===== src/dspwm_pkg.sv =====
// shared constants for the dual slope pwm block
package dspwm_pkg;
    localparam int DATA_W = 16;
    localparam int ADDR_W = 4;
    localparam int CNT_W  = 16;
    localparam int PRE_W  = 10;
    localparam int NUM_CH = 2;

    // register offsets
    localparam logic [ADDR_W-1:0] ADR_CTRL_A = 4'h0;
    localparam logic [ADDR_W-1:0] ADR_CTRL_B = 4'h1;
    localparam logic [ADDR_W-1:0] ADR_COUNT  = 4'h2;
    localparam logic [ADDR_W-1:0] ADR_CMP_A  = 4'h3;
    localparam logic [ADDR_W-1:0] ADR_CMP_B  = 4'h4;
    localparam logic [ADDR_W-1:0] ADR_CAPTOP = 4'h5;
    localparam logic [ADDR_W-1:0] ADR_FLAGS  = 4'h6;
    localparam logic [ADDR_W-1:0] ADR_DIR    = 4'h7;

    // field positions
    localparam int ACT_A_LSB   = 6;
    localparam int ACT_B_LSB   = 4;
    localparam int MODE_LO_LSB = 0;
    localparam int MODE_HI_LSB = 3;
    localparam int PRE_LSB     = 0;
    localparam int FLG_OVF     = 0;
    localparam int FLG_CMP0    = 1;
    localparam int FLG_CAP     = 3;
    localparam logic [7:0] CTRL_A_MASK = 8'hf3;

    // waveform modes and output actions
    localparam logic [3:0] MODE_CAP_TOP  = 4'h8;
    localparam logic [3:0] MODE_CMPA_TOP = 4'h9;
    localparam logic [1:0] ACT_OFF    = 2'h0;
    localparam logic [1:0] ACT_TOGGLE = 2'h1;
    localparam logic [1:0] ACT_NONINV = 2'h2;
    localparam logic [1:0] ACT_INV    = 2'h3;

    // prescaler selects and divide-minus-one counts
    localparam logic [2:0] PRE_1    = 3'h1;
    localparam logic [2:0] PRE_8    = 3'h2;
    localparam logic [2:0] PRE_64   = 3'h3;
    localparam logic [2:0] PRE_256  = 3'h4;
    localparam logic [2:0] PRE_1024 = 3'h5;
    localparam logic [PRE_W-1:0] DIV1_M1    = 10'h000;
    localparam logic [PRE_W-1:0] DIV8_M1    = 10'h007;
    localparam logic [PRE_W-1:0] DIV64_M1   = 10'h03f;
    localparam logic [PRE_W-1:0] DIV256_M1  = 10'h0ff;
    localparam logic [PRE_W-1:0] DIV1024_M1 = 10'h3ff;

    localparam logic [CNT_W-1:0] BOTTOM = 16'h0000;

    typedef enum logic {DSPWM_UP = 1'b0, DSPWM_DOWN = 1'b1} dspwm_dir_t;
endpackage


===== src/dspwm_core.sv =====
// phase and frequency correct dual slope pwm timer with register port
//
// Behaviour
// - modes 8/9 count 0 up to top, down
// - noninverting: clear on up match, set down
// - top from capture reg (8) or compare a (9)
// - counter stays at top for one tick
// - compare writes buffered, loaded at bottom
// - overflow flag set in the load tick
// - compare a or capture flag at top
// - compare flag set on counter equal compare
// - action 10 noninverted, 11 inverted pwm
// - pin driven only when direction bit set
// - tick from divider 1/8/64/256/1024
// - noninverting: compare zero low, compare top high
// - mode 9 action 01 toggles channel a
// - all logic on one clock, tick enables
// - mode select split over two controls
// - actions 10/11, and 01 on channel a in mode 9, take over pin function
// - action 01 leaves channel b disconnected
`timescale 1ns/10ps
module dspwm_core
    import dspwm_pkg::*;
(
    input  wire logic                         i_clock,
    input  wire logic                         i_rst,
    input  wire logic [dspwm_pkg::ADDR_W-1:0] i_addr,
    input  wire logic [dspwm_pkg::DATA_W-1:0] i_wdata,
    input  wire logic                         i_wr,
    input  wire logic                         i_rd,
    input  wire logic                         i_port_a,
    input  wire logic                         i_port_b,
    output logic      [dspwm_pkg::DATA_W-1:0] o_rdata,
    output logic                              o_pin_a,
    output logic                              o_pin_a_oe,
    output logic                              o_pin_b,
    output logic                              o_pin_b_oe
);
    import dspwm_pkg::*;

    typedef struct packed {
        logic [7:0]                    ctrl_a;
        logic [4:0]                    ctrl_b;
        logic [CNT_W-1:0]              cnt;
        dspwm_dir_t                    dir;
        logic [NUM_CH-1:0][CNT_W-1:0]  cmp_buf;
        logic [NUM_CH-1:0][CNT_W-1:0]  cmp;
        logic [CNT_W-1:0]              cap_top;
        logic [3:0]                    flags;
        logic [NUM_CH-1:0]             dir_bits;
        logic [PRE_W-1:0]              pre;
        logic                          tick;
        logic [NUM_CH-1:0]             oc;
        logic [NUM_CH-1:0]             pin;
        logic [NUM_CH-1:0]             pin_oe;
        logic [DATA_W-1:0]             rdata;
    } dspwm_state_t;

    dspwm_state_t s_q;
    dspwm_state_t s_d;

    logic [3:0]       mode;
    logic             pfc;
    logic [CNT_W-1:0] top;
    logic [PRE_W-1:0] div_m1;
    logic             pre_run;
    logic             step;
    logic             eff_up;
    logic [1:0]       act;
    logic             tog;
    logic [NUM_CH-1:0] port_in;

    assign port_in = {i_port_b, i_port_a};

    // derived mode, top and prescaler selection
    always_comb
    begin
        mode   = {s_q.ctrl_b[MODE_HI_LSB +: 2], s_q.ctrl_a[MODE_LO_LSB +: 2]};
        pfc    = (mode == MODE_CAP_TOP) || (mode == MODE_CMPA_TOP);
        top    = (mode == MODE_CMPA_TOP) ? s_q.cmp[0] : s_q.cap_top;
        step   = s_q.tick && pfc;
        // bottom counts as upcount and top as downcount, so 0 and top give flat levels
        eff_up = (s_q.cnt == BOTTOM) || ((s_q.dir == DSPWM_UP) && (s_q.cnt != top));
        pre_run = 1'b1;
        case (s_q.ctrl_b[PRE_LSB +: 3])
            PRE_1:    div_m1 = DIV1_M1;
            PRE_8:    div_m1 = DIV8_M1;
            PRE_64:   div_m1 = DIV64_M1;
            PRE_256:  div_m1 = DIV256_M1;
            PRE_1024: div_m1 = DIV1024_M1;
            default:
            begin
                div_m1  = DIV1_M1;
                pre_run = 1'b0;
            end
        endcase
    end

    // next state of the whole block
    always_comb
    begin
        s_d       = s_q;
        s_d.rdata = '0;
        act       = ACT_OFF;
        tog       = 1'b0;

        // prescaler: a stopped clock source simply never ticks; >= so a smaller divisor
        // chosen mid-count does not have to wrap the whole divider first
        if (!pre_run || (s_q.pre >= div_m1))
            s_d.pre = '0;
        else
            s_d.pre = s_q.pre + 10'h001;
        s_d.tick = pre_run && (s_q.pre >= div_m1);

        // software flag clear first, so a same-cycle hardware set wins
        if (i_wr && (i_addr == ADR_FLAGS))
            s_d.flags = s_q.flags & ~i_wdata[3:0];

        // dual slope counter
        if (step)
        begin
            case (s_q.dir)
                DSPWM_UP:
                begin
                    if (s_q.cnt >= top)
                    begin
                        s_d.dir = DSPWM_DOWN;
                        s_d.cnt = s_q.cnt - 16'h0001;
                        if (mode == MODE_CAP_TOP)
                            s_d.flags[FLG_CAP] = 1'b1;
                        else
                            s_d.flags[FLG_CMP0] = 1'b1;
                    end
                    else
                        s_d.cnt = s_q.cnt + 16'h0001;
                end
                DSPWM_DOWN:
                begin
                    if (s_q.cnt == BOTTOM)
                    begin
                        s_d.dir = DSPWM_UP;
                        s_d.cnt = s_q.cnt + 16'h0001;
                        s_d.cmp = s_q.cmp_buf;
                        s_d.flags[FLG_OVF] = 1'b1;
                    end
                    else
                        s_d.cnt = s_q.cnt - 16'h0001;
                end
                default: s_d.dir = DSPWM_UP;
            endcase
        end

        // per channel compare match, output action and pin mux
        for (int ch = 0; ch < NUM_CH; ch++)
        begin
            act = (ch == 0) ? s_q.ctrl_a[ACT_A_LSB +: 2] : s_q.ctrl_a[ACT_B_LSB +: 2];
            // toggle only exists on channel a with compare a as top
            tog = (act == ACT_TOGGLE) && (ch == 0) && (mode == MODE_CMPA_TOP);
            if (step && (s_q.cnt == s_q.cmp[ch]))
            begin
                s_d.flags[FLG_CMP0 + ch] = 1'b1;
                case (act)
                    ACT_NONINV: s_d.oc[ch] = !eff_up;
                    ACT_INV:    s_d.oc[ch] = eff_up;
                    ACT_TOGGLE: s_d.oc[ch] = tog ? !s_q.oc[ch] : s_q.oc[ch];
                    default:    s_d.oc[ch] = s_q.oc[ch];
                endcase
            end
            if ((act == ACT_NONINV) || (act == ACT_INV) || tog)
                s_d.pin[ch] = s_q.oc[ch];
            else
                s_d.pin[ch] = port_in[ch];
            s_d.pin_oe[ch] = s_q.dir_bits[ch];
        end

        // register writes; a counter write overrides the count step
        if (i_wr)
        begin
            case (i_addr)
                ADR_CTRL_A: s_d.ctrl_a = i_wdata[7:0] & CTRL_A_MASK;
                ADR_CTRL_B: s_d.ctrl_b = i_wdata[4:0];
                ADR_COUNT:  s_d.cnt = i_wdata;
                ADR_CMP_A:  s_d.cmp_buf[0] = i_wdata;
                ADR_CMP_B:  s_d.cmp_buf[1] = i_wdata;
                ADR_CAPTOP: s_d.cap_top = i_wdata;
                ADR_DIR:    s_d.dir_bits = i_wdata[NUM_CH-1:0];
                default:    s_d.ctrl_a = s_d.ctrl_a;
            endcase
        end

        // read data valid only in the cycle after the strobe
        if (i_rd)
        begin
            case (i_addr)
                ADR_CTRL_A: s_d.rdata = {8'h00, s_q.ctrl_a};
                ADR_CTRL_B: s_d.rdata = {11'h000, s_q.ctrl_b};
                ADR_COUNT:  s_d.rdata = s_q.cnt;
                ADR_CMP_A:  s_d.rdata = s_q.cmp_buf[0];
                ADR_CMP_B:  s_d.rdata = s_q.cmp_buf[1];
                ADR_CAPTOP: s_d.rdata = s_q.cap_top;
                ADR_FLAGS:  s_d.rdata = {12'h000, s_q.flags};
                ADR_DIR:    s_d.rdata = {14'h0000, s_q.dir_bits};
                default:    s_d.rdata = '0;
            endcase
        end
    end

    // state register; counting down at reset makes the first tick a bottom load
    always_ff @(posedge i_clock or posedge i_rst)
    begin
        if (i_rst)
        begin
            s_q     <= '0;
            s_q.dir <= DSPWM_DOWN;
        end
        else
            s_q <= s_d;
    end

    assign o_rdata    = s_q.rdata;
    assign o_pin_a    = s_q.pin[0];
    assign o_pin_a_oe = s_q.pin_oe[0];
    assign o_pin_b    = s_q.pin[1];
    assign o_pin_b_oe = s_q.pin_oe[1];
endmodule


===== config.mk =====
export PLATFORM = sky130hd
export DESIGN_NAME = dspwm_core
export DESIGN_NICKNAME = d
export VERILOG_FILES = /design/src/dspwm_pkg.sv /design/src/dspwm_core.sv
export SDC_FILE = /design/constraint.sdc
export NUM_CORES = 1
export LEC_CHECK = 0
export BUFFER_PORTS_ARGS = -buffer_cell sky130_fd_sc_hd__buf_4
export CAP_MARGIN = 40
export CORE_MARGIN = 4
export CORE_UTILIZATION = 55
export CTS_BUF_LIST = sky130_fd_sc_hd__clkbuf_16
export DETAILED_ROUTE_END_ITERATION = 7
export PLACE_DENSITY = 0.73
export RECOVER_POWER = 25
export SLEW_MARGIN = 5
export SYNTH_ARGS = -nofsm -noshare
export SYNTH_HDL_FRONTEND = slang
export SYNTH_SLANG_ARGS = --single-unit

===== constraint.sdc =====
create_clock -name i_clock -period 11.18 [get_ports i_clock]
set_input_delay 0.559 -clock i_clock [delete_from_list [all_inputs] [get_ports i_clock]]
set_output_delay 0.559 -clock i_clock [all_outputs]
set_load 0.005 [all_outputs]

==> results.json, run 1 <==
{
  "run_status": "finished, violations left",
  "violations": "capacitance limit, slew limit",
  "post_cts_resize_count": 0,
  "power.share.switching": 0.3381,
  "yosysTopAreaCell": "dfrtp_1",
  "clock_power_share": 0.311,
  "tritoncts": "yes",
  "fin_worst_skew_ps": 6.483,
  "final-max-slew-violation-count": 84,
  "numPortBuffers": 45,
  "synth-compound-area-share": 0.08964,
  "cts.repair_timing.setup_buffer_count": 0,
  "postLayoutCellArea_um2": 8951,
  "synth_area_per_cell_um2": 10.87,
  "finalHoldViolCount": 0,
  "grt.total_usage": 0.2579,
  "wire_length_of_the_first_global_routing_pass_um": 32550,
  "design.die.area_um2": 16450,
  "part_of_the_cycle_the_worst_path_needs": 0.3384,
  "synth_edf_count": 0,
  "mostFrequentLayoutCell": "dfrtp_1",
  "grt_start_max_net_pins": 84,
  "timing.critical_path.buf_inv": 2,
  "avgViaCountPerCell": 6.193,
  "core-area_um2": 14040,
  "synth.area.mux_share": 0.1713,
  "die_width_um": 128.3,
  "routed_wire_length_per_instance_um": 21.27,
  "firstDrtPassIters": 6,
  "setup_slack_ps": 7396,
  "gpl.final_weighted_congestion": 0.9187,
  "crit_path_top_cell_by_count": "nor2_1",
  "initial_utilization": 0.5666,
  "timing.critical_path.required_ps": 11480,
  "post_synth_and_or_nand_nor_area_fraction": 0.1260,
  "p_seq_frac": 0.443,
  "wirelength_routed_um": 20130,
  "layout_cells_sized_above_1": 0.2650,
  "path_clk_slew_ps": 60,
  "ys.warnings.count": 0,
  "synth-xor-area-share": 0.06054,
  "timing.max_cap.violations": 1,
  "die_height_um": 128.3,
  "net-switching-power_mw": 0.5757,
  "ctsHoldBuffers": 0,
  "mappedNetlistNets": 787,
  "grt_overflow": 0,
  "cell_family_with_the_largest_share_of_critical_path_delay": "simple AND/OR/NAND/NOR gates",
  "drt_iter0_drc": 453,
  "rows": 43,
  "rsz0062_at_grt": "false",
  "p_int_mw": 1.127,
  "cp_cell_sequence": "nor2_1, and3_1, buf_16, mux2i_1, ha_1, nand4_1, nor2_1, a21boi_0, and4bb_2, nor2_2, buf_8, nand2_1, a41o_1, or3_1",
  "placement.cell_area_um2": 8416,
  "async_reset_ff_frac": 1.000,
  "worst-slew-pin-transition_ps": 3595,
  "htree_depth": 4,
  "areaGrowthSynthToFinish_pct": 12.50,
  "post_synth_inst_count": 732,
  "num-nets-final": 809,
  "timing.critical_path.to_type": "flop",
  "layout_common_cells": "dfrtp_1, mux2_2, buf_4, nand2_1, nor2_1",
  "floorplan.io_pins": 46,
  "critPathMaxStageDelay_ps": 400,
  "synth_top_flop_cell": "dfrtp_1",
  "synth.top_cells.by_area": "dfrtp_1, mux2_2, ha_1",
  "p_per_area_nw_per_um2": 190.2,
  "synth_top_area_share": 0.4592,
  "finalSetupViolations": 0,
  "clock-root-buffer": "clkbuf_16",
  "postRouteAntennaNets": 0,
  "synth_adder_area_share": 0.04560,
  "maximum_fanout_along_the_worst_path": 16,
  "yosysUniqueCellTypes": 55,
  "synth.yosys.seq_area_share": 0.4625,
  "final_tns_setup_ps": 0,
  "critPathLaunchType": "flop",
  "achievable-frequency_mhz": 264.3,
  "worst_ir_drop_on_vdd_v": 0.0001212,
  "main_combinational_cell_family_by_area_after_synthesis": "multiplexers",
  "vias": 5859,
  "post-route-drc-count": 0,
  "leakage_nw": 3.946,
  "critPathKind": "reg2reg",
  "postSynthRegisterBits": 147,
  "critical_path_arrival_ps": 4090,
  "power_mw": 1.703,
  "max_root_sink_buffers": 2,
  "tmin_final_ps": 3784,
  "clock_latency_ps": 430,
  "class_of_the_most_critical_hold_timing_path": "in2reg",
  "grt_pass1_vias": 5953,
  "max_slew_margin": -1.410,
  "cts_num_sinks": 147,
  "dp_worst_setup_slack_ps": 7402,
  "critical-path-slowest-cell": "dfrtp_1",
  "syn_area_um2": 7956,
  "antenna_violations_before_repair": 0,
  "number_of_buffers_created_by_cts": 17,
  "post_dp_hpwl_um": 14250,
  "insertedDiodeCount": 0,
  "power.combinational.fraction": 0.246
}
## cells by family after synthesis
family	after synthesis
XOR/XNOR	55
flip-flops	147
AO/OA/AOI/OAI	114
adder cells (fa/ha/maj)	29
multiplexers	124
buffers and inverters	71
AND/OR/NAND/NOR	192
## worst register-to-register path: cells and delay by family (launching register included)
| family | cells | cell delay [ps] |
|---|---|---|
| AND/OR/NAND/NOR | 8 | 1940 |
| AO/OA/AOI/OAI | 2 | 480 |
| buffers and inverters | 2 | 440 |
| flip-flops | 1 | 400 |
| adder cells (fa/ha/maj) | 1 | 310 |
| multiplexers | 1 | 100 |
## power groups by stage
stage / clock, mW / sequential [mW] / combinational (mW)
after global routing: 0.561 / 0.768 / 0.469
after detailed placement: 0 / 0.761 / 0.416
after floorplan: 0 / 0.680 / 0.368
after CTS: 0.538 / 0.752 / 0.421
after global placement: 0 / 0.755 / 0.390
final: 0.529 / 0.755 / 0.419
## cell usage after synthesis (3+ instances only)
cell        n
dfrtp_1   146
mux2_2     97
nand2_1    49
nor2_1     40
a21oi_1    34
xnor2_1    30
a22oi_1    29
ha_1       29
mux2i_1    27
clkbuf_1   25
o21ai_0    25
xor2_1     25
nand3_1    19
buf_4      18
inv_1      15
nor3_1     15
nand4_1    14
nor4_1     10
or3_1       8
a31oi_1     7
buf_1       7
and3_1      5
nand2b_1    5
nor2b_1     5
a21o_1      4
a221oi_1    4
buf_2       4
or4_1       3
## registers in the layout, summed over array words and instances (netlist names)
name / count
s_q: 119
mode: 4
o_pin_b: 1
o_pin_a: 1
s_d: 2
act: 2
o_pin_a_oe: 1
o_pin_b_oe: 1
o_rdata: 16
## path summary, 6_finish.rpt
| path | startpoint | to | slack [ps] | cells past startpoint |
|---|---|---|---|---|
| hold / removal | i_port_b | o_pin_b | 370 | 2 |
| hold reg to reg | s_d[17] | o_pin_b_oe | 420 | 0 |
| setup reg to reg | mode[2] | s_q[133] | 7400 | 14 |
| max in group asynchronous | i_rst | s_q[46] | 8010 | 3 |
| min in group asynchronous | i_rst | o_rdata[14] | 1190 | 2 |
| setup / recovery | mode[2] | s_q[133] | 7400 | 14 |
## cell type report
| type | count | area [um2] |
|---|---|---|
| Multi-Input combinational cell | 514 | 3935 |
| Timing Repair Buffer | 59 | 514.2 |
| Clock inverter | 14 | 113.9 |
| Fill cell | 1119 | 5091 |
| Inverter | 15 | 57.56 |
| Tap cell | 180 | 225.2 |
| Clock buffer | 17 | 425.4 |
| Sequential cell | 147 | 3680 |
## metrics by stage
stage / hold slack, ps / cells / utilization
2_1_floorplan: 370.0 / 732 / -
3_3_place_gp: 388.2 / 907 / 0.5899
3_5_place_dp: 399.6 / 915 / 0.5993
4_1_cts: 293.7 / 946 / 0.6377
5_1_grt: 354.9 / 946 / 0.6374
6_report: 368.5 / 946 / 0.6374
## layer usage
layer / vias up / track usage / wire length (um)
met5: - / 0 / 0
met2: 179 / 0.4009 / 9628
met3: 40 / 0.06625 / 1075
met1: 2970 / 0.3528 / 8915
li1: 2670 / - / -
met4: 0 / 0.08801 / 507
No activity file was read; power rests on OpenSTA's default activity.
==> run 2: changes to the inputs <==
clock period = 3.8 ns   (was 11.18 ns; I/O delays follow)
==> run 2 against run 1 <==
  * The flow still finishes with violations (capacitance limit, slew limit)
  * Sequential share of layout area fell by 0.33 points
  * Maximum frequency rose by 8.5%
  * Critical endpoint is now s_q[131]
  * Largest power group unchanged
  * Sequential power grew to 2.9 times the previous value
==> results.json, run 2 (same netlist as run 1, synthesis figures left out) <==
{
  "run_status": "finished, violations left",
  "violations": "capacitance limit, slew limit",
  "layout_common_cells": "dfrtp_1, mux2_2, nand2_1, nor2_1, buf_4",
  "wirelength_routed_um": 20100,
  "finalHoldViolCount": 0,
  "grt.total_usage": 0.2580,
  "cts.repair_timing.setup_buffer_count": 0,
  "reg_to_reg_critical_path_endpoint": "s_q[131]",
  "timing.critical_path.to_type": "flop",
  "final_tns_setup_ps": 0,
  "postRouteAntennaNets": 0,
  "part_of_the_cycle_the_worst_path_needs": 0.9177,
  "timing.critical_path.required_ps": 4080,
  "placed_cells_incl_taps": 923,
  "layout_cells_sized_above_1": 0.2600,
  "post-route-drc-count": 0,
  "critical_path_arrival_ps": 3770,
  "tritoncts": "yes",
  "groute.layer.met1.usage": 0.3605,
  "design.die.area_um2": 16450,
  "critical_path_start": "mode[2]",
  "antenna_violations_before_repair": 0,
  "post_dp_hpwl_um": 14450,
  "critPathKind": "reg2reg",
  "maximum_fanout_along_the_worst_path": 19,
  "grt_overflow": 0,
  "flip_flop_count_of_the_largest_register_after_layout": 119,
  "register_bank_with_the_most_flops": "s_q",
  "insertedDiodeCount": 0,
  "vias": 5819,
  "p_per_area_nw_per_um2": 560.1,
  "final-max-slew-violation-count": 26,
  "class_of_the_most_critical_hold_timing_path": "in2reg",
  "areaGrowthSynthToFinish_pct": 13.41,
  "tmin_final_ps": 3487,
  "firstDrtPassIters": 5,
  "gpl.final_weighted_congestion": 0.9390,
  "finish.cell_count_without_fillers": 957,
  "fin_worst_skew_ps": 7.023,
  "ff2ff_setup_slack_ps": 310,
  "leakage_nw": 3.975,
  "path_clk_slew_ps": 60,
  "numPortBuffers": 45,
  "grt_start_max_net_pins": 55,
  "htree_depth": 4,
  "grt_pass1_vias": 5984,
  "max_root_sink_buffers": 2,
  "critPathLaunchType": "flop",
  "cts_num_sinks": 147,
  "busiest_layer": "met2",
  "die_width_um": 128.3,
  "worst-slew-pin-transition_ps": 1534,
  "core-area_um2": 14040,
  "routed_wire_length_per_instance_um": 21.00,
  "rows": 43,
  "groute.layer.met3.usage": 0.06708,
  "cp-endpoint": "s_q[131]",
  "number_of_buffers_created_by_cts": 17,
  "avgViaCountPerCell": 6.080,
  "num-nets-final": 819,
  "clock-root-buffer": "clkbuf_16",
  "r2r_path_start": "mode[2]",
  "finalSetupViolations": 0,
  "drt_iter0_drc": 445,
  "initial_utilization": 0.5666,
  "post_cts_resize_count": 0,
  "die_height_um": 128.3,
  "timing.max_cap.violations": 1,
  "worst_ir_drop_on_vdd_v": 0.0003392,
  "rsz0062_at_grt": "false",
  "r2r.worst_path.cells": 14,
  "wire_length_of_the_first_global_routing_pass_um": 32940,
  "achievable-frequency_mhz": 286.8,
  "clock_latency_ps": 420,
  "grt_use_met2": 0.4067,
  "mostFrequentLayoutCell": "dfrtp_1",
  "max_slew_margin": -0.02243,
  "ctsHoldBuffers": 2,
  "floorplan.io_pins": 46
}
==> run 2: changes by cell type in the layout (fill, tap and decap cells not counted), moves of 2 or more <==
cell / change
inv_6: -2
inv_1: +4
clkinv_1: +2
clkbuf_1: +3
dlygate4sd3_1: +2
clkinv_2: -4
buf_4: -14
clkbuf_4: +20
==> run 2: worst min path at each step <==
stage,start,endpoint,cells after the start
finish,i_port_a,o_pin_a,2
global route,i_port_a,o_pin_a,2
CTS,i_port_a,o_pin_a,2
detailed placement,i_rst,o_rdata[14],2
global placement,i_rst,o_rdata[14],2
floorplan,i_wdata[15],s_q[135],2
==> run 2: critical path: stages, from the launching register on <==
cell,delay (ps)
dfrtp_1,400
nor2_1,130
and3_1,220
buf_12,200
mux2i_1,110
ha_1,310
nand4_1,150
nor2_1,210
a21boi_0,270
and4bb_2,290
nor2_2,270
buf_4,250
mux2i_1,100
a221oi_1,320
a21oi_1,110
==> run 2: report_power, final <==
part	switching (mW)	internal, mW
logic	0.691	0.620
clock network	0.634	0.946
registers	0.342	1.82
total	1.67	3.39
==> run 2: per-layer routing <==
layer  part of all wire  up-vias  routed length [um]
met4              0.014        0                 278
met1               0.44     2929                8913
met3              0.063       25                1270
met2               0.48      184                9636
met5                  0        -                   0
li1                   -     2681                   -
==> run 2: layout make-up <==
type	count	area, um2
inverters	15	57.56
multi-input cells	514	3930
repair buffers	69	578.1
well taps	180	225.2
flip-flops and latches	147	3680
clock inverters	15	127.6
clock buffers	17	425.4
fillers	1113	5019
==> run 2: through the flow <==
| step | hold slack, ps | worst slack, ps | utilization | power, mW | cell area [um2] |
|---|---|---|---|---|---|
| final | 14.28 | 312.9 | 0.6426 | 5.054 | 9024 |
| after floorplan | 305.7 | 50.51 | - | 3.083 | 7960 |
| after detailed placement | 190.9 | 353.2 | 0.6031 | 3.481 | 8469 |
| after global routing | 1.417 | 116.0 | 0.6426 | 5.364 | 9024 |
| after global placement | 182.8 | 454.0 | 0.5961 | 3.410 | 8371 |
| after CTS | 0.5098 | 319.9 | 0.6439 | 5.073 | 9042 |
==> run 3: changes to the inputs <==
CTS_BUF_LIST = sky130_fd_sc_hd__clkbuf_4   (was sky130_fd_sc_hd__clkbuf_16)
RECOVER_POWER = 100   (was 25)
==> run 3 against run 2 <==
  * The flow now finishes without violations
  * Register-to-register slack is essentially flat
  * Sequential share of layout area grew 0.78 points
  * Global-route usage is essentially flat
  * Critical path depth is the same
  * Count of clock-buffer cells in the layout grew 4
  * Largest power group unchanged
  * Highest routed layer unchanged
==> results.json, run 3 (same netlist as run 1, synthesis figures left out) <==
{
  "run_status": "finished clean",
  "layout_cells_sized_above_1": 0.2459,
  "setup_slack_ps": 320.3,
  "finalHoldViolCount": 0,
  "register_bank_with_the_most_flops": "s_q",
  "initial_utilization": 0.5666,
  "die_width_um": 128.3,
  "avgViaCountPerCell": 6.005,
  "timing.critical_path.required_ps": 4220,
  "core-area_um2": 14040,
  "rsz0062_at_grt": "false",
  "gpl.final_weighted_congestion": 0.9390,
  "part_of_the_cycle_the_worst_path_needs": 0.9157,
  "class_of_the_most_critical_hold_timing_path": "in2reg",
  "timing.critical_path.to_type": "flop",
  "cts_num_sinks": 147,
  "critical-path-slowest-cell": "dfrtp_1",
  "ctsHoldBuffers": 22,
  "max_slew_margin": 0.07245,
  "critical_path_arrival_ps": 3900,
  "cell_family_with_the_largest_share_of_critical_path_delay": "simple AND/OR/NAND/NOR gates",
  "r2r_path_start": "mode[2]",
  "worst-slew-pin-transition_ps": 1391,
  "vias": 5873,
  "grt_overflow": 0,
  "antenna_violations_before_repair": 1,
  "maximum_fanout_along_the_worst_path": 19,
  "achievable-frequency_mhz": 287.4,
  "grt.total_usage": 0.2585,
  "r2r.worst_path.cells": 14,
  "wirelength_routed_um": 20110,
  "cts.repair_timing.setup_buffer_count": 0,
  "grt_pass1_vias": 6087,
  "postRouteAntennaNets": 0,
  "p_per_area_nw_per_um2": 501.0,
  "final-max-slew-violation-count": 0,
  "leakage_nw": 3.873,
  "mostFrequentLayoutCell": "dfrtp_1",
  "tritoncts": "yes",
  "numPortBuffers": 45,
  "firstDrtPassIters": 5,
  "fill_cells": 1145,
  "post_dp_hpwl_um": 14450,
  "clock-root-buffer": "clkbuf_4",
  "max_root_sink_buffers": 2,
  "clock_latency_ps": 560,
  "design.die.area_um2": 16450,
  "critical_path_start": "mode[2]",
  "fin_worst_skew_ps": 23.01,
  "grt_start_max_net_pins": 55,
  "number_of_buffers_created_by_cts": 17,
  "post-route-drc-count": 0,
  "rows": 43,
  "die_height_um": 128.3,
  "dp_worst_setup_slack_ps": 353.2,
  "worst_ir_drop_on_vdd_v": 0.0002934,
  "floorplan.io_pins": 46,
  "flip_flop_count_of_the_largest_register_after_layout": 119,
  "critPathLaunchType": "flop",
  "timing.max_cap.violations": 0,
  "htree_depth": 4,
  "critPathMaxStageDelay_ps": 420,
  "tmin_final_ps": 3480,
  "critical_path_depth": 14,
  "hold_path_depth": 4,
  "areaGrowthSynthToFinish_pct": 11.28,
  "drt_iter0_drc": 493,
  "timing.critical_path.buf_inv": 2,
  "min_from": "i_addr[2]",
  "critPathKind": "reg2reg",
  "num-nets-final": 839,
  "post_cts_resize_count": 0,
  "wire_length_of_the_first_global_routing_pass_um": 33020,
  "path_clk_slew_ps": 120,
  "finalSetupViolations": 0,
  "layout_common_cells": "dfrtp_1, mux2_2, nand2_1, clkbuf_4, nor2_1",
  "cp_cell_sequence": "nor2_1, and3_1, buf_12, mux2i_1, ha_1, nand4_1, nor2_1, a21boi_0, and4bb_2, nor2_2, buf_4, mux2i_1, a221oi_1, a21oi_1",
  "routed_wire_length_per_instance_um": 20.56,
  "final_tns_setup_ps": 0
}
run 3: cell types whose count changed in the layout (fill, tap and decap cells not counted), sizes merged:
cell	delta
dlygate4sd3	+20
inv	-4
clkbuf	+13
diode	+1
buf	-9
run 3: path summary, 6_finish.rpt:
kind	to	slack [ps]
max in group asynchronous	s_q[58]	740
min reg2reg	o_pin_b_oe	420
min in group asynchronous	o_rdata[13]	240
min	o_rdata[2]	140
max reg2reg	s_q[131]	320
max	s_q[131]	320
run 3: final cells by class:
type | instances | area (um2) | share of cell area
multi-input cells | 514 | 3914 | 0.4421
repair buffers | 89 | 704.4 | 0.07956
diodes | 1 | 2.502 | 0.0002826
well taps | 180 | 225.2 | 0.02544
clock buffers | 21 | 157.7 | 0.01781
flip-flops and latches | 147 | 3680 | 0.4156
clock inverters | 11 | 112.6 | 0.01272
inverters | 15 | 57.56 | 0.006501
run 3: power breakdown:
| part | switching (mW) | total (mW) | internal, mW | leakage, nW |
|---|---|---|---|---|
| combinational | 0.689 | 1.32 | 0.627 | 1.84 |
| sequential | 0.337 | 2.15 | 1.82 | 1.89 |
| clock | 0.555 | 0.966 | 0.411 | 0.142 |
| total | 1.58 | 4.44 | 2.85 | 3.87 |
run 3: metal layers:
metal,vias up,global-route usage,share of wire
li1,2722,-,-
met1,2945,0.3581,0.45
met2,179,0.4073,0.47
met3,27,0.06333,0.058
met4,0,0.07054,0.016
met5,-,0,0
run 3: through the flow:
step / hold WS (ps) / power (mW) / utilization / std cells / instance area [um2]
after floorplan: 305.7 / 3.083 / - / 732 / 7960
after global placement: 182.8 / 3.410 / 0.5961 / 917 / 8371
after detailed placement: 190.9 / 3.481 / 0.6031 / 923 / 8469
after CTS: 97.06 / 4.462 / 0.6381 / 977 / 8960
after global routing: 114.1 / 4.738 / 0.6305 / 978 / 8853
final: 141.9 / 4.436 / 0.6305 / 978 / 8853
run 3: tightest hold or removal path, delay by kind of cell:
kind / cells / cell delay (ps)
buf+inv: 1 / 160
compound gates: 1 / 90
simple gates: 2 / 220
